## src/gdcr_pkg.sv

```systemverilog
// Package of register offsets, reset values, field layout and current tables for the gate current registers.
package gdcr_pkg;

  // ************************************************************
  // Register map
  // ************************************************************
  localparam int          ADDR_W             = 8;
  localparam int          DATA_W             = 8;
  localparam int          CODE_W             = 4;
  localparam int          STEP_W             = 16;
  localparam logic [7:0]  HB3_GATE_CURRENT   = 8'h11;
  localparam logic [7:0]  HB4_GATE_CURRENT   = 8'h12;
  localparam logic [7:0]  LOW_CURRENT_CTRL   = 8'h17;
  localparam logic [7:0]  GATE_CURRENT_RESET = 8'hFF;
  localparam logic [7:0]  READ_ZERO          = 8'h00;
  localparam int          SOURCE_HI          = 7;
  localparam int          SOURCE_LO          = 4;
  localparam int          SINK_HI            = 3;
  localparam int          SINK_LO            = 0;
  localparam int          HB3_LOW_BIT        = 5;
  localparam int          HB4_LOW_BIT        = 4;
  localparam logic        LOW_RESET          = 1'b0;

  // ************************************************************
  // Drive tables in microamps
  // ************************************************************
  typedef logic [STEP_W-1:0] gdcr_step_t;

  localparam gdcr_step_t STD_TABLE [16] = '{
    16'h01F4, 16'h03E8, 16'h07D0, 16'h0BB8, 16'h0FA0, 16'h1388, 16'h1770, 16'h1B58,
    16'h1F40, 16'h2EE0, 16'h3E80, 16'h4E20, 16'h5DC0, 16'h7918, 16'hBB80, 16'hF230};
  localparam gdcr_step_t LOW_TABLE [16] = '{
    16'h0032, 16'h006E, 16'h00AA, 16'h00E6, 16'h0122, 16'h015E, 16'h019A, 16'h0258,
    16'h02D5, 16'h0352, 16'h03E8, 16'h04B0, 16'h0578, 16'h0640, 16'h0708, 16'h08FC};

endpackage

```

## src/gdcr_decode.sv

```systemverilog
// Decoder from a current code and low-current enable to a drive step in microamps.
`timescale 1ns/10ps
module gdcr_decode (
  input  wire logic                        clk,
  input  wire logic                        reset,
  input  wire logic [gdcr_pkg::CODE_W-1:0] code,
  input  wire logic                        low_current,
  output      gdcr_pkg::gdcr_step_t        step
);

  // Registered so that the analog steering sees a clean glitch-free value.
  wire gdcr_pkg::gdcr_step_t next_step = low_current ? gdcr_pkg::LOW_TABLE[code]
                                                     : gdcr_pkg::STD_TABLE[code];

  always_ff @(posedge clk) begin
    if (reset) begin
      step <= gdcr_pkg::STD_TABLE[gdcr_pkg::GATE_CURRENT_RESET[gdcr_pkg::SINK_HI:gdcr_pkg::SINK_LO]];
    end else begin
      step <= next_step;
    end
  end

endmodule

```

## src/gdcr_regs.sv

```systemverilog
// Gate drive current configuration registers for half-bridges 3 and 4.
// ************************************************************
// How it works
// - Register 0x11 holds half-bridge 3 currents, resets to all ones.
// - Register 0x12 holds half-bridge 4 currents, resets to all ones.
// - Bridge 3 bits 7..4 are the writable source code, reset ones.
// - Bridge 3 bits 3..0 are the writable sink code, reset ones.
// - Bridge 4 bits 7..4 are the writable source code, reset ones.
// - Bridge 4 bits 3..0 are the writable sink code, reset ones.
// - Higher code gives stronger drive, 0.5 mA up to 62 mA, or 0.05 mA up to 2.3 mA with low current enabled.
// - Per-bridge low-current enables are writable, reset to zero.
// ************************************************************
//
// Added by the designer: the address-and-strobe port.
`timescale 1ns/10ps
module gdcr_regs (
  input  wire logic                        clk,
  input  wire logic                        reset,
  input  wire logic [gdcr_pkg::ADDR_W-1:0] address,
  input  wire logic [gdcr_pkg::DATA_W-1:0] write_data,
  input  wire logic                        write_strobe,
  input  wire logic                        read_strobe,
  output      logic [gdcr_pkg::DATA_W-1:0] read_data,
  output      logic [gdcr_pkg::CODE_W-1:0] hb3_source_current_code,
  output      logic [gdcr_pkg::CODE_W-1:0] hb3_sink_current_code,
  output      logic [gdcr_pkg::CODE_W-1:0] hb4_source_current_code,
  output      logic [gdcr_pkg::CODE_W-1:0] hb4_sink_current_code,
  output      logic                        hb3_low_current_enable,
  output      logic                        hb4_low_current_enable,
  output      gdcr_pkg::gdcr_step_t        hb3_source_step,
  output      gdcr_pkg::gdcr_step_t        hb3_sink_step,
  output      gdcr_pkg::gdcr_step_t        hb4_source_step,
  output      gdcr_pkg::gdcr_step_t        hb4_sink_step
);

  // ************************************************************
  // Helper functions
  // ************************************************************
  function automatic logic address_hit(
    input logic [gdcr_pkg::ADDR_W-1:0] bus_address,
    input logic [gdcr_pkg::ADDR_W-1:0] register_offset
  );
    return bus_address == register_offset;
  endfunction

  function automatic logic [gdcr_pkg::CODE_W-1:0] source_field(
    input logic [gdcr_pkg::DATA_W-1:0] word
  );
    return word[gdcr_pkg::SOURCE_HI:gdcr_pkg::SOURCE_LO];
  endfunction

  function automatic logic [gdcr_pkg::CODE_W-1:0] sink_field(
    input logic [gdcr_pkg::DATA_W-1:0] word
  );
    return word[gdcr_pkg::SINK_HI:gdcr_pkg::SINK_LO];
  endfunction

  function automatic logic [gdcr_pkg::DATA_W-1:0] load_word(
    input logic                        load,
    input logic [gdcr_pkg::DATA_W-1:0] new_word,
    input logic [gdcr_pkg::DATA_W-1:0] old_word
  );
    return load ? new_word : old_word;
  endfunction

  function automatic logic load_bit(
    input logic load,
    input logic new_bit,
    input logic old_bit
  );
    return load ? new_bit : old_bit;
  endfunction

  // Other enable bits of the shared control word belong to bridges outside this block and read zero.
  function automatic logic [gdcr_pkg::DATA_W-1:0] pack_low_word(
    input logic low3,
    input logic low4
  );
    logic [gdcr_pkg::DATA_W-1:0] packed_word;
    packed_word                        = gdcr_pkg::READ_ZERO;
    packed_word[gdcr_pkg::HB3_LOW_BIT] = low3;
    packed_word[gdcr_pkg::HB4_LOW_BIT] = low4;
    return packed_word;
  endfunction

  function automatic logic [gdcr_pkg::DATA_W-1:0] select_word(
    input logic [gdcr_pkg::ADDR_W-1:0] bus_address,
    input logic [gdcr_pkg::DATA_W-1:0] word3,
    input logic [gdcr_pkg::DATA_W-1:0] word4,
    input logic [gdcr_pkg::DATA_W-1:0] word_low
  );
    logic [gdcr_pkg::DATA_W-1:0] result;
    case (bus_address)
      gdcr_pkg::HB3_GATE_CURRENT: begin
        result = word3;
      end
      gdcr_pkg::HB4_GATE_CURRENT: begin
        result = word4;
      end
      gdcr_pkg::LOW_CURRENT_CTRL: begin
        result = word_low;
      end
      default: begin
        result = gdcr_pkg::READ_ZERO;
      end
    endcase
    return result;
  endfunction

  // ************************************************************
  // Address decode
  // ************************************************************
  wire logic hit3   = address_hit(address, gdcr_pkg::HB3_GATE_CURRENT);
  wire logic hit4   = address_hit(address, gdcr_pkg::HB4_GATE_CURRENT);
  wire logic hitlow = address_hit(address, gdcr_pkg::LOW_CURRENT_CTRL);
  wire logic wr3    = write_strobe && hit3;
  wire logic wr4    = write_strobe && hit4;
  wire logic wrlow  = write_strobe && hitlow;

  // ************************************************************
  // Bridge 3 register
  // ************************************************************
  logic [gdcr_pkg::DATA_W-1:0] halfbridge3_gate_current;

  wire logic [gdcr_pkg::DATA_W-1:0] next_halfbridge3_gate_current =
    load_word(wr3, write_data, halfbridge3_gate_current);

  always_ff @(posedge clk) begin
    if (reset) begin
      halfbridge3_gate_current <= gdcr_pkg::GATE_CURRENT_RESET;
    end else begin
      halfbridge3_gate_current <= next_halfbridge3_gate_current;
    end
  end

  // ************************************************************
  // Bridge 4 register
  // ************************************************************
  logic [gdcr_pkg::DATA_W-1:0] halfbridge4_gate_current;

  wire logic [gdcr_pkg::DATA_W-1:0] next_halfbridge4_gate_current =
    load_word(wr4, write_data, halfbridge4_gate_current);

  always_ff @(posedge clk) begin
    if (reset) begin
      halfbridge4_gate_current <= gdcr_pkg::GATE_CURRENT_RESET;
    end else begin
      halfbridge4_gate_current <= next_halfbridge4_gate_current;
    end
  end

  // ************************************************************
  // Low-current enables
  // ************************************************************
  wire logic next_hb3_low_current_enable =
    load_bit(wrlow, write_data[gdcr_pkg::HB3_LOW_BIT], hb3_low_current_enable);
  wire logic next_hb4_low_current_enable =
    load_bit(wrlow, write_data[gdcr_pkg::HB4_LOW_BIT], hb4_low_current_enable);

  always_ff @(posedge clk) begin
    if (reset) begin
      hb3_low_current_enable <= gdcr_pkg::LOW_RESET;
    end else begin
      hb3_low_current_enable <= next_hb3_low_current_enable;
    end
  end

  always_ff @(posedge clk) begin
    if (reset) begin
      hb4_low_current_enable <= gdcr_pkg::LOW_RESET;
    end else begin
      hb4_low_current_enable <= next_hb4_low_current_enable;
    end
  end

  // ************************************************************
  // Field views
  // ************************************************************
  assign hb3_source_current_code = source_field(halfbridge3_gate_current);
  assign hb3_sink_current_code   = sink_field(halfbridge3_gate_current);
  assign hb4_source_current_code = source_field(halfbridge4_gate_current);
  assign hb4_sink_current_code   = sink_field(halfbridge4_gate_current);

  // ************************************************************
  // Read port
  // ************************************************************
  // A read only copies a stored word, so it can never disturb the drive settings.
  wire logic [gdcr_pkg::DATA_W-1:0] low_word =
    pack_low_word(hb3_low_current_enable, hb4_low_current_enable);
  wire logic [gdcr_pkg::DATA_W-1:0] selected_word =
    select_word(address, halfbridge3_gate_current, halfbridge4_gate_current, low_word);
  wire logic [gdcr_pkg::DATA_W-1:0] next_read_data =
    read_strobe ? selected_word : gdcr_pkg::READ_ZERO;

  always_ff @(posedge clk) begin
    if (reset) begin
      read_data <= gdcr_pkg::READ_ZERO;
    end else begin
      read_data <= next_read_data;
    end
  end

  // ************************************************************
  // Current decode
  // ************************************************************
  gdcr_decode u_hb3_source (
    .clk         (clk),
    .reset       (reset),
    .code        (hb3_source_current_code),
    .low_current (hb3_low_current_enable),
    .step        (hb3_source_step)
  );
  gdcr_decode u_hb3_sink (
    .clk         (clk),
    .reset       (reset),
    .code        (hb3_sink_current_code),
    .low_current (hb3_low_current_enable),
    .step        (hb3_sink_step)
  );
  gdcr_decode u_hb4_source (
    .clk         (clk),
    .reset       (reset),
    .code        (hb4_source_current_code),
    .low_current (hb4_low_current_enable),
    .step        (hb4_source_step)
  );
  gdcr_decode u_hb4_sink (
    .clk         (clk),
    .reset       (reset),
    .code        (hb4_sink_current_code),
    .low_current (hb4_low_current_enable),
    .step        (hb4_sink_step)
  );

endmodule

```

## config.mk

```make
export PLATFORM = sky130hd
export DESIGN_NAME = gdcr_regs
export DESIGN_NICKNAME = d
export VERILOG_FILES = /design/src/gdcr_pkg.sv /design/src/gdcr_decode.sv /design/src/gdcr_regs.sv
export SDC_FILE = /design/constraint.sdc
export NUM_CORES = 1
export LEC_CHECK = 0
export BUFFER_PORTS_ARGS = -buffer_cell sky130_fd_sc_hd__buf_4
export CAP_MARGIN = 25
export CORE_MARGIN = 2
export CORE_UTILIZATION = 55
export DETAILED_ROUTE_END_ITERATION = 10
export HOLD_SLACK_MARGIN = 0.08
export PLACE_DENSITY = 0.81
export SLEW_MARGIN = 40
export SYNTH_ARGS = -nofsm -noshare
export SYNTH_HDL_FRONTEND = slang
export SYNTH_SLANG_ARGS = --single-unit
```

## constraint.sdc

```tcl
create_clock -name clk -period 2.3 [get_ports clk]
set_input_delay 0 -clock clk [delete_from_list [all_inputs] [get_ports clk]]
set_output_delay 0 -clock clk [all_outputs]
set_load 0.01 [all_outputs]
```

==> Word-level counts from Yosys, hierarchy flattened <==
Memories as Yosys holds them, arrays and structs flattened.
Cells that the tools add are included.
{ "op_classes": {"addsub": 0, "n_mul": 0, "n_div": 0, "order_cmp": 4, "eq_ne": 3, "shift": 0, "n_mux": 21, "n_bitwise": 5, "reduce_logical": 4} }
{ "ops": {"columns": ["cell", "count"], "rows": [
  ["2-to-1 mux 16 bit", 20],
  ["== test 8 x 5 -> 1 bit, second input constant", 3],
  ["case mux 8 bit (3 select lines)", 1],
  ["greater-or-equal comparator 5 bit, second input constant", 4],
  ["NOT 4 -> 5 bit", 4],
  ["logical AND 1 bit", 3],
  ["OR reduction 2 bit", 1],
  ["NOT 1 bit", 1]
]} }
{ "word_totals": {"ff_bits": 90, "latch_bits": 0, "ram_bits": 0, "rom_bits": 2048, "input_bits": 20, "output_inout_bits": 90, "wordCells": 54, "mem_count": 8} }
{ "memory_table": {"columns": ["name", "words", "width", "read_ports", "rd_ports_with_merged_regs", "wr", "line_no", "text"], "rows": [
  ["(name not given)", 16, 16, 1, 0, 0, "gdcr_decode.sv:12", "wire gdcr_pkg::gdcr_step_t next_step = low_current ? gdcr_pkg::LOW_TABLE[code]"],
  ["(name not given)", 16, 16, 1, 0, 0, "gdcr_decode.sv:13", ": gdcr_pkg::STD_TABLE[code];"],
  ["(name not given)", 16, 16, 1, 0, 0, "gdcr_decode.sv:13", null],
  ["(name not given)", 16, 16, 1, 0, 0, "gdcr_decode.sv:12", null],
  ["(name not given)", 16, 16, 1, 0, 0, "gdcr_decode.sv:13", null],
  ["(name not given)", 16, 16, 1, 0, 0, "gdcr_decode.sv:13", null],
  ["2 more memories", null, null, null, null, null, null, null]
]} }

==> Depth between registers and ports, before layout <==
Gate-level depths: netlist of run 1.
{ "logic_depth": {"word_depth": 5, "mapped_depth": 7, "mapped_depth_nobuf": 6} }

==> Hierarchy <==
A second synthesis of run 1 with hierarchy kept.
{ "unflattened": {"cells_unflattened": 652, "hier_area_um2": 5462.7} }
{ "modules_own_cells": {"columns": ["mod", "n_inst", "cells_per_inst", "area_each_um2", "seq_area_each_um2"], "rows": [
  ["gdcr_decode (u_hb3_source ...)", 3, 134, 1054.8, 320.3],
  ["gdcr_regs", 1, 126, 1261.2, 520.5],
  ["gdcr_decode (u_hb3_sink)", 1, 124, 1037.2, 320.3]
]} }

==> Least setup slack after synthesis of run 1 <==
OpenSTA, ideal clock, no wires.
{ "synth_timing": {"kind": "register to register", "from": "register halfbridge3_gate_current[0] (netlist name)", "to": "register u_hb3_sink.step[4]", "setup_ns": 0.122, "arrival_time_ns": 1.807, "required_ns": 2.178, "path_slack_ns": 0.371, "path_stages_with_launch": 7, "path_buffers": 1, "period_less_slack_ns": 1.929, "cell_sequence": "dfxtp_1 clkbuf_1 inv_1 ha_1 nand2_1 and3_1 o32a_1"} }
{ "synth_via": {"elab_chain_len": 5, "elab_cells_between_ends": 8, "classes_between": "mux: 5; bitwise: 1; memory: 2"} }
{ "synth_lines": {"columns": ["item", "line_no", "text"], "rows": [
  ["start, declared", "gdcr_regs.sv:123", "logic [gdcr_pkg::DATA_W-1:0] halfbridge3_gate_current;"],
  ["start signal, assigned", "gdcr_regs.sv:130", "halfbridge3_gate_current <= gdcr_pkg::GATE_CURRENT_RESET;"],
  ["start signal, assigned", "gdcr_regs.sv:132", "halfbridge3_gate_current <= next_halfbridge3_gate_current;"],
  ["NOT 4 -> 5 bit (implied by the code) *", "gdcr_decode.sv:12, gdcr_decode.sv:13", null],
  ["memory (16 x 16 bit) (on tied branches)", null, null],
  ["2-to-1 mux 16 bit (on tied branches) (2 in a row)", "gdcr_decode.sv:13, gdcr_decode.sv:12", null],
  ["2-to-1 mux 16 bit *", "gdcr_decode.sv:12", null],
  ["end signal, assigned", "gdcr_decode.sv:17", "step <= gdcr_pkg::STD_TABLE[gdcr_pkg::GATE_CURRENT_RESET[gdcr_pkg::SINK_HI:gdcr_pkg::SINK_LO]];"],
  ["end signal, assigned", "gdcr_decode.sv:19", "step <= next_step;"],
  ["end, declared", "gdcr_decode.sv:8", "output gdcr_pkg::gdcr_step_t step"]
]} }
Every way passes the cells marked *; elsewhere a longest branch is shown, timed or not. The select of a mux whose other input is x is not followed.
A chain may end at the register's enable or synchronous reset.

==> Final worst setup path of run 1 <==
{ "layout_timing": {"from": "register halfbridge3_gate_current[5] (netlist name)", "to": "register u_hb3_source.step[4]"} }
{ "layout_via": {"elab_chain_len": 5, "elab_cells_between_ends": 8, "classes_between": "mux: 5; bitwise: 1; memory: 2"} }
{ "layout_lines": {"columns": ["item", "line_no"], "rows": [
  ["NOT 4 -> 5 bit (implied by the code) *", "gdcr_decode.sv:12, gdcr_decode.sv:13"],
  ["memory (16 x 16 bit) (on tied branches)", null],
  ["2-to-1 mux 16 bit (on tied branches) (2 in a row)", "gdcr_decode.sv:13, gdcr_decode.sv:12"],
  ["2-to-1 mux 16 bit *", "gdcr_decode.sv:12"],
  ["end signal, assigned", "gdcr_decode.sv:17"],
  ["end signal, assigned", "gdcr_decode.sv:19"],
  ["end, declared", "gdcr_decode.sv:8"]
]} }
Marks and branches as above.

==> results of run 1 <==
state kept, by name, summed over array words and instances, names as in the netlist:
register / count
halfbridge3_gate_current: 8
u_hb4_source.step: 16
halfbridge4_gate_current: 8
hb4_low_current_enable: 1
hb3_low_current_enable: 1
u_hb4_sink.step: 16
u_hb3_sink.step: 16
read_data: 8
u_hb3_source.step: 16
worst max-delay path: stages (launching register included):
cell	delay, ns
dfxtp_1	0.48
inv_1	0.16
ha_1	0.37
nand2_1	0.11
nand3b_1	0.11
o21ai_0	0.10
a221o_1	0.38
power breakdown:
| group | internal [mW] | switching, mW |
|---|---|---|
| clock network | 0.721 | 0.561 |
| registers | 1.56 | 0.00202 |
| logic | 0.0621 | 0.0704 |
cell type report:
class	count	area (um^2)
repair buffers	141	1081
fillers	756	2819
flip-flops and latches	90	1802
well taps	111	138.9
multi-input cells	454	2992
clock inverters	5	102.6
inverters	23	86.33
clock buffers	11	131.4
Yosys cell counts, types with 2 or more instances:
cell / n
dfxtp_1: 90
a21oi_1: 59
nor2_1: 53
o21ai_0: 48
nand2_1: 34
ha_1: 32
clkbuf_1: 30
buf_2: 22
nand2b_1: 22
inv_1: 21
nor2b_1: 16
nor3_1: 16
mux2i_1: 14
a21o_1: 13
o21bai_1: 11
a22oi_1: 10
o211ai_1: 10
a211oi_1: 8
nand3_1: 8
a311oi_1: 7
o21ai_1: 7
a32oi_1: 6
o31ai_1: 6
a22o_1: 5
and2_1: 5
a31o_2: 4
and3_1: 4
o22ai_1: 4
a211o_1: 3
mux4_2: 3
nand3b_1: 3
o221ai_1: 3
o22a_1: 3
or3_1: 3
a221o_1: 2
a31oi_1: 2
buf_1: 2
buf_4: 2
buf_6: 2
inv_2: 2
nor3b_1: 2
nor4_1: 2
o21a_1: 2
or2_2: 2
kinds of logic after synthesis:
family,count (synthesis)
compound gates,224
simple gates,180
flops,90
buf+inv,81
fa+ha+maj,32
mux,17
xor+xnor,1
per-stage QoR:
| stage | area [um^2] | hold WS (ns) | power, mW | utilization |
|---|---|---|---|---|
| floorplan | 5147 | 0.1286 | 1.660 | - |
| global placement | 6010 | 0.2591 | 1.714 | 0.6566 |
| detailed placement | 6010 | 0.2602 | 1.716 | 0.6566 |
| CTS | 6334 | 0.1254 | 2.992 | 0.6920 |
| global route | 6334 | 0.1622 | 3.072 | 0.6920 |
| finish | 6334 | 0.1353 | 2.976 | 0.6920 |
routing by layer:
metal  routed length [um]  share of wire
met2                 6402           0.46
met5                    0              0
met1                 6338           0.45
met4                  180          0.013
met3                 1039          0.074
how the worst min path moves through the flow:
| stage | cells after the start | slack, ns | end | from |
|---|---|---|---|---|
| after detailed placement | 3 | 0.26 | halfbridge4_gate_current[5]$_SDFFE_PP1P_ | write_data[5] |
| after floorplan | 2 | 0.13 | halfbridge4_gate_current[1]$_SDFFE_PP1P_ | write_data[1] |
| after global routing | 3 | 0.16 | read_data[1]$_SDFF_PP0_ | read_strobe |
| final | 3 | 0.14 | read_data[1]$_SDFF_PP0_ | read_strobe |
| after CTS | 4 | 0.13 | read_data[1]$_SDFF_PP0_ | address[0] |
| after global placement | 3 | 0.26 | halfbridge4_gate_current[4]$_SDFFE_PP1P_ | write_data[4] |
==> qor.csv, run 1 <==
metric,value,unit
Post-CTS Hold Fix Bufs,9,
clock skew,0.01385,ns
met1 usage,0.3874,
TritonCTS Buffers,9,
synthesized area,5147,um^2
Synth Flop Type,dfxtp_1,
Max clock buf depth,2,
setup ws final,0.4886,ns
Initial Utilization,0.5624,
area grow syn2layout,23.04,%
flop2flop setup slack,0.49,ns
Synth Area in Adders,0.07778,
Synth Area in Compound Gates,0.2820,
CTS tree,yes,
P_leak,2.857,nW
Clock Latency Late Sink,0.36,ns
die area,10150,um^2
dpl ws,0.5223,ns
Synth area leader,dfxtp_1,
Max Clock Freq,552.1,MHz
Worst Tran Pin Value,0.7803,ns
CTS root buf,clkbuf_8,
crit end category,flop,
Syn Area/Cell,8.236,um^2
maxcap violations,0,
crit path max fanout,8,
met2 Use GR,0.4333,
Synth Area in XOR/XNOR,0.001702,
routed len/inst,16.72,um
synth top area cells,"dfxtp_1 (35%), ha_1 (7.8%), a21oi_1 (5.7%), o21ai_0 (4.7%), nor2_1 (3.9%)",
reg2reg path depth,6,
clock-pin slew on the worst setup and hold paths,0.09,ns
HP Class,primary input to flop,
antenna cells,0,
initial antenna violation count,0,
post-synthesis mux area share,0.04035,
Final ANT Viol Nets,0,
Pwr per Cell Area,469.9,nW/um^2
WP data arrival,2.07,ns
total track usage,0.2779,
global-route wire length before repair,22710,um
Final nets,771,
reg2reg start,halfbridge3_gate_current[5]$_SDFFE_PP1P_,
largest family of logic cells by synthesized area,compound AO/OA/AOI/OAI gates,
# resized after CTS,0,
syn nets,677,
Final GP Congestion,0.9376,
non-filler instance count after layout,835,
"most common cell after layout, fill and taps aside",buf_4,
Worst setup endpoint,u_hb3_source.step[4]$_SDFF_PP1_,
Placeable Area,9153,um^2
Async SR Flop Fraction,0,
number of flops mapped to enable cells by yosys,0,
Via-to-Cell Ratio,6.000,
endpoints failing hold,0,
Setup Buffers After CTS,0,
endpoints failing setup,0,
fin crit share,0.7876,
drt first-iter violations,246,
# DRC,0,
# placed instances,810,
total number of yosys warnings,0,
number of global-route vias before repair,4552,
Max Slew Vio Count,0,
# IOs,110,
Initial DRT Pass Iterations,5,
Synth cell types,66,
number of H-tree levels,3,
total clock sinks,90,
Setup TNS,0,ns
slew margin rel.,0.4791,
path type of the worst setup path,flop to flop,
FP Rows,35,
drt total wl,13960,um
CP Launch Point,halfbridge3_gate_current[5]$_SDFFE_PP1P_,
Post-Synth Simple-Gate Area,0.1794,
Worst VDD drop,0.0003535,V
most frequent cells in the layout,"buf_4 (132), dfxtp_1 (90), a21oi_1 (59)",
most used routing layer,met2,
top-area cell type share of the netlist area,0.3500,
largest net degree at the start of global routing,70,
Via Count,5010,
"Seq/Total Area, Yosys",0.3500,
minimum clock period,1.811,ns
grt met3 use,0.06103,
crit path launch type,flop,
height of the chip,100.7,um
status,completed,
Post-Syn Instances,625,
post-DP HPWL,9710,um
layout cell share with drive strength beyond 1,0.2224,
r2r endpoint,u_hb3_source.step[4]$_SDFF_PP1_,
# port buffers,109,
unrepaired setup endpoints after global routing,false,
Die Width,100.7,um
CP required,2.56,ns
GRT overflow,0,
synthesis-stage register bit count,90,
Note: power is estimated with default switching activity, not from simulation.
==> run 2: changes to the inputs <==
--- a/config.mk
+++ b/config.mk
@@ -8,10 +8,10 @@
 export BUFFER_PORTS_ARGS = -buffer_cell sky130_fd_sc_hd__buf_4
 export CAP_MARGIN = 25
 export CORE_MARGIN = 2
-export CORE_UTILIZATION = 55
+export CORE_UTILIZATION = 50
 export DETAILED_ROUTE_END_ITERATION = 10
 export HOLD_SLACK_MARGIN = 0.08
-export PLACE_DENSITY = 0.81
+export PLACE_DENSITY = 0.78
 export SLEW_MARGIN = 40
 export SYNTH_ARGS = -nofsm -noshare
 export SYNTH_HDL_FRONTEND = slang
==> constraint.sdc (replaced) <==
create_clock -name clk -period 1.5 [get_ports clk]
set_input_delay 0 -clock clk [delete_from_list [all_inputs] [get_ports clk]]
set_output_delay 0 -clock clk [all_outputs]
set_load 0.01 [all_outputs]
==> run 2 against run 1 <==
  * The run now ends with setup timing left
  * Clock power increased by 27%
  * Final area is 13% higher
  * Worst hold slack got worse by 0.042 ns
  * Combinational power rose by 78%
  * Sequential share of layout area down 2.9 points
  * Total power is 43% higher
  * Flip-flop and latch count is the same
  * Register-to-register slack worse by 0.54 ns
  * Maximum frequency up 17%
  * Core utilization is 1.5 points higher
  * Via count rose by 5.6%
  * Critical path type unchanged
  * Critical endpoint is now u_hb4_source.step[2]$_SDFF_PP0_
  * Largest cell class unchanged
  * Highest routed layer unchanged
==> qor.csv, run 2 (synthesized netlist as in run 1, its figures left out) <==
metric,value,unit,change
most frequent cells in the layout,"buf_4 (178), dfxtp_1 (79), a21oi_1 (55)",,"was buf_4 (132), dfxtp_1 (90), a21oi_1 (59)"
slew margin rel.,0.6612,,was 0.4791
CP bufs+invs,1,,unchanged
clock skew,0.008557,ns,was 0.01385 ns
endpoints failing hold,0,,unchanged
total track usage,0.2651,,was 0.2779
# port buffers,109,,unchanged
routed len/inst,16.59,um,was 16.72 um
initial antenna violation count,0,,unchanged
flop2flop setup slack,-0.05,ns,was 0.49 ns
crit end category,flop,,unchanged
CP cell instances,clkinvlp_4 > ha_2 > mux4_2 > nand2_1 > o41ai_1,,was inv_1 > ha_1 > nand2_1 > nand3b_1 > o21ai_0 > a221o_1
drt total wl,15250,um,was 13960 um
crit path max fanout,7,,was 8
path type of the worst setup path,flop to flop,,unchanged
total clock sinks,90,,unchanged
maxcap violations,0,,unchanged
CP Launch Point,halfbridge4_gate_current[4]$_SDFFE_PP1P_,,was halfbridge3_gate_current[5]$_SDFFE_PP1P_
violated checks,setup timing,,
Initial DRT Pass Iterations,5,,unchanged
P_leak,3.124,nW,was 2.857 nW
Clock Latency Late Sink,0.36,ns,about the same
Setup TNS,-0.05804,ns,was 0 ns
antenna cells,0,,unchanged
die area,11120,um^2,was 10150 um^2
hold_sp,read_strobe,,unchanged
Via Count,5293,,was 5010
"most common cell after layout, fill and taps aside",buf_4,,unchanged
HP Class,primary input to flop,,unchanged
Max Slew Vio Count,0,,unchanged
Final GP Congestion,0.9344,,was 0.9376
biggest cell delay along the critical path,0.47,ns,was 0.48 ns
FP Rows,37,,was 35
TritonCTS Buffers,9,,unchanged
reg2reg start,halfbridge4_gate_current[4]$_SDFFE_PP1P_,,was halfbridge3_gate_current[5]$_SDFFE_PP1P_
GRT overflow,0,,unchanged
"Max stage delay cell, worst path",mux4_2,,was dfxtp_1
endpoints failing setup,3,,was 0
Final ANT Viol Nets,0,,unchanged
number of H-tree levels,3,,unchanged
height of the chip,105.5,um,was 100.7 um
status,"finished, violations left",,was completed
setup ws final,-0.04857,ns,was 0.4886 ns
Via-to-Cell Ratio,5.760,,was 6.000
drt first-iter violations,256,,was 246
Die Width,105.5,um,was 100.7 um
clock-pin slew on the worst setup and hold paths,0.09,ns,about the same
Max clock buf depth,2,,unchanged
fillers,820,,was 756
CP required,1.75,ns,was 2.56 ns
global-route wire length before repair,24010,um,was 22710 um
number of global-route vias before repair,4925,,was 4552
# IOs,110,,unchanged
Placeable Area,10140,um^2,was 9153 um^2
layout cell share with drive strength beyond 1,0.3602,,was 0.2224
fin crit share,1.032,,was 0.7876
non-filler instance count after layout,919,,was 835
Pwr per Cell Area,593.4,nW/um^2,was 469.9 nW/um^2
Max Clock Freq,645.8,MHz,was 552.1 MHz
CP top delay family,multiplexers,,was flip-flops
unrepaired setup endpoints after global routing,true,,was false
CTS root buf,clkbuf_8,,unchanged
Worst Tran Pin Value,0.5077,ns,was 0.7803 ns
WP data arrival,1.80,ns,was 2.07 ns
crit path launch type,flop,,unchanged
CTS tree,yes,,unchanged
Overall Power,4.250,mW,was 2.976 mW
Initial Utilization,0.5077,,was 0.5624
largest net degree at the start of global routing,35,,was 70
post-DP HPWL,10590,um,was 9710 um
# placed instances,885,,was 810
# DRC,0,,unchanged
minimum clock period,1.549,ns,was 1.811 ns
Worst VDD drop,0.0003950,V,was 0.0003535 V
area grow syn2layout,39.16,%,was 23.04%
Final nets,830,,was 771
Fin Hold WS,0.09367,ns,was 0.1353 ns
run 2: power by group:
group / internal (mW) / switching [mW] / total [mW]
clock: 0.781 / 0.853 / 1.63
combinational: 0.118 / 0.116 / 0.235
sequential: 2.38 / 0.00272 / 2.38
run 2: worst min-delay path: cells and delay by family:
kind,cells,cell delay [ns]
simple gates,2,0.30
buf+inv,1,0.11
run 2: per-stage QoR:
step | utilization | area [um^2] | setup slack, ns
5_1_grt | 0.7065 | 7163 | -0.09769
6_report | 0.7065 | 7163 | -0.04857
3_3_place_gp | 0.6493 | 6583 | 0.008734
2_1_floorplan | - | 5321 | -0.09684
3_5_place_dp | 0.6493 | 6583 | -0.02286
4_1_cts | 0.6847 | 6942 | -0.03531
run 2: path summary, 6_finish.rpt:
kind | end | cells after the start
worst max register to register | u_hb4_source.step[2]$_SDFF_PP0_ | 5
worst max-delay path | u_hb4_source.step[2]$_SDFF_PP0_ | 5
worst min register to register | halfbridge3_gate_current[3]$_SDFFE_PP1P_ | 1
worst min-delay path | read_data[1]$_SDFF_PP0_ | 3
run 2: per-layer routing:
metal / global-route usage / share of wire / vias to the layer above
met3: 0.03340 / 0.065 / 23
met1: 0.3373 / 0.41 / 2481
met5: 0 / 0 / -
li1: - / - / 2552
met2: 0.4539 / 0.51 / 237
met4: 0.1067 / 0.013 / 0
run 2: layout make-up:
cell class | instances | area (um^2) | area share
flip-flops and latches | 90 | 1833 | 0.2559
clock inverters | 2 | 10.01 | 0.001397
inverters | 23 | 111.4 | 0.01555
repair buffers | 200 | 1630 | 0.2276
well taps | 136 | 170.2 | 0.02376
multi-input cells | 454 | 3226 | 0.4503
clock buffers | 14 | 182.7 | 0.02550
run 2: timing repair:
| item | CTS | global route |
|---|---|---|
| setup endpoints to repair | 9 | 32 |
| hold buffers | 11 | 0 |
| pin swaps | 1 | 19 |
| buffers inserted | 3 | 4 |
| endpoints found under the hold margin | 32 | 0 |
| cloned | 0 | 0 |
| gates resized for setup | 11 | 55 |
==> run 3: changes to the inputs <==
--- a/config.mk
+++ b/config.mk
@@ -12,6 +12,7 @@
 export DETAILED_ROUTE_END_ITERATION = 10
 export HOLD_SLACK_MARGIN = 0.08
 export PLACE_DENSITY = 0.78
+export SETUP_SLACK_MARGIN = 0.2
 export SLEW_MARGIN = 40
 export SYNTH_ARGS = -nofsm -noshare
 export SYNTH_HDL_FRONTEND = slang
==> run 3 against run 2 <==
  * The flow still finishes with violations (setup timing)
  * Sequential share of layout area fell by 1.8 points
  * Combinational power barely moved
  * Global-route usage rose by 1.1 points
  * Flip-flop and latch count did not move
  * Clock power rose by 9.8%
  * Register-to-register slack got worse by 0.03 ns
  * Largest cell class unchanged
==> qor.csv, run 3 (synthesized netlist as in run 1, its figures left out) <==
metric,value,unit,change
status,"finished, violations left",,unchanged
violated checks,setup timing,,unchanged
Min-Delay Endpoint,read_data[0]$_SDFF_PP0_,,was read_data[1]$_SDFF_PP0_
Placeable Area,10140,um^2,unchanged
drt first-iter violations,276,,was 256
antenna cells,0,,unchanged
crit path launch type,flop,,unchanged
clock-pin slew on the worst setup and hold paths,0.09,ns,about the same
unrepaired setup endpoints after global routing,true,,unchanged
reg2reg path depth,6,,was 5
area grow syn2layout,50.15,%,was 39.16%
layout cell share with drive strength beyond 1,0.4312,,was 0.3602
dpl ws,-0.03767,ns,was -0.02286 ns
WP data arrival,1.84,ns,was 1.80 ns
Pwr per Cell Area,570.0,nW/um^2,was 593.4 nW/um^2
largest net degree at the start of global routing,30,,was 35
path type of the worst setup path,flop to flop,,unchanged
non-filler instance count after layout,943,,was 919
Initial DRT Pass Iterations,5,,unchanged
CP cell instances,clkinvlp_4 > ha_4 > nand2_4 > o21ai_1 > a21oi_1 > or3_1,,was clkinvlp_4 > ha_2 > mux4_2 > nand2_1 > o41ai_1
crit path max fanout,5,,was 7
Max Clock Freq,632.8,MHz,was 645.8 MHz
CTS root buf,clkbuf_8,,unchanged
Initial Utilization,0.5077,,unchanged
post-DP HPWL,10960,um,was 10590 um
global-route wire length before repair,24820,um,was 24010 um
Final nets,855,,was 830
Via Count,5448,,was 5293
Via-to-Cell Ratio,5.777,,was 5.760
fin crit share,1.054,,was 1.032
reg2reg start,halfbridge4_gate_current[4]$_SDFFE_PP1P_,,unchanged
CTS tree,yes,,unchanged
flop2flop setup slack,-0.08,ns,was -0.05 ns
number of H-tree levels,3,,unchanged
Clock Latency Late Sink,0.37,ns,was 0.36 ns
initial antenna violation count,0,,unchanged
HP Class,primary input to flop,,unchanged
Overall Power,4.406,mW,was 4.250 mW
"Design Area, Final",7729,um^2,was 7163 um^2
most frequent cells in the layout,"buf_4 (188), dfxtp_1 (76), a21oi_1 (51)",,"was buf_4 (178), dfxtp_1 (79), a21oi_1 (55)"
drt total wl,16360,um,was 15250 um
"most common cell after layout, fill and taps aside",buf_4,,unchanged
minimum clock period,1.580,ns,was 1.549 ns
Worst Tran Pin Value,0.4402,ns,was 0.5077 ns
crit end category,flop,,unchanged
number of global-route vias before repair,5011,,was 4925
CP required,1.76,ns,was 1.75 ns
# IOs,110,,unchanged
Max clock buf depth,2,,unchanged
# placed instances,896,,was 885
r2r endpoint,u_hb4_source.step[5]$_SDFF_PP1_,,was u_hb4_source.step[2]$_SDFF_PP0_
clock skew,0.008162,ns,was 0.008557 ns
FP Rows,37,,unchanged
endpoints failing setup,9,,was 3
CP Launch Point,halfbridge4_gate_current[4]$_SDFFE_PP1P_,,unchanged
Fin Hold WS,0.09998,ns,was 0.09367 ns
total clock sinks,90,,unchanged
Final GP Congestion,0.8849,,was 0.9344
height of the chip,105.5,um,unchanged
die area,11120,um^2,unchanged
Hold Path Depth,4,,was 3
placed cell areas,6674,um^2,was 6583 um^2
hold_sp,read_strobe,,unchanged
maxcap violations,0,,unchanged
P_leak,3.339,nW,was 3.124 nW
endpoints failing hold,0,,unchanged
routed len/inst,17.35,um,was 16.59 um
TritonCTS Buffers,9,,unchanged
Die Width,105.5,um,unchanged
"Max stage delay cell, worst path",dfxtp_4,,was mux4_2
biggest cell delay along the critical path,0.39,ns,was 0.47 ns
setup ws final,-0.08033,ns,was -0.04857 ns
# DRC,0,,unchanged
Worst VDD drop,0.0003510,V,was 0.0003950 V
total track usage,0.2757,,was 0.2651
GRT overflow,0,,unchanged
slew margin rel.,0.7025,,was 0.6612
# port buffers,109,,unchanged
Max Slew Vio Count,0,,unchanged
Final ANT Viol Nets,0,,unchanged
## run 3: changes by cell type in the layout (fill, tap and decap cells not counted), sizes merged
| cell | previous run | this run |
|---|---|---|
| bufinv | 0 | 2 |
| clkbuf | 14 | 11 |
| inv | 19 | 20 |
| clkinvlp | 4 | 3 |
| dlygate4sd3 | 11 | 10 |
| buf | 189 | 215 |
## run 3: final cells by class
cell class                 instances  area [um^2]
clock buffer                      11        131.4
clock inverter                     4        67.56
fill                             703         2410
inverter                          23        110.1
multi-input combinational        454         3561
sequential                        90         1839
tap                              136        170.2
timing repair buffer             225         1849
## run 3: worst max-delay path, delay by kind of cell, from the launching register on
kind | cells | cell delay, ns
AOI/OAI and AO/OA | 2 | 0.15
DFF | 1 | 0.39
buffers and inverters | 1 | 0.20
adders and majority gates | 1 | 0.37
and+or+nand+nor | 2 | 0.36
## run 3: metrics by stage
step | setup TNS (ns) | util
finish | -0.2499 | 0.7623
global route | -1.167 | 0.7623
CTS | -0.07738 | 0.7262
detailed placement | -0.09158 | 0.6583
global placement | -0.05296 | 0.6583
floorplan | -0.6584 | -
## run 3: what timing repair did
action | 4_1_cts | 5_1_grt
buffers inserted | 9 | 13
pin swaps | 39 | 31
hold buffers | 10 | 0
endpoints found under the hold margin | 28 | 0
resized for setup | 80 | 68
setup endpoints to repair | 45 | 47
## run 3: per-layer routing
metal,GRT usage,routed length [um],vias up
met1,0.3499,6671,2562
met4,0.1010,346,0
met3,0.04205,1236,34
met2,0.4724,8104,255
li1,-,-,2597
met5,0,0,-
## run 3: worst max path at each step
stage,depth (start not counted),to,slack [ns]
floorplan,7,u_hb4_sink.step[8]$_SDFF_PP0_,-0.1
global route,7,u_hb4_sink.step[3]$_SDFF_PP0_,-0.11
CTS,7,u_hb4_source.step[6]$_SDFF_PP0_,-0.03
finish,6,u_hb4_source.step[5]$_SDFF_PP1_,-0.08
detailed placement,6,u_hb4_source.step[5]$_SDFF_PP1_,-0.04
global placement,5,u_hb4_sink.step[6]$_SDFF_PP0_,-0.05
## run 3: where the power goes
part,internal (mW),total (mW),switching (mW)
Sequential,2.38,2.38,0.00334
Combinational,0.117,0.233,0.116
Clock,0.922,1.79,0.870
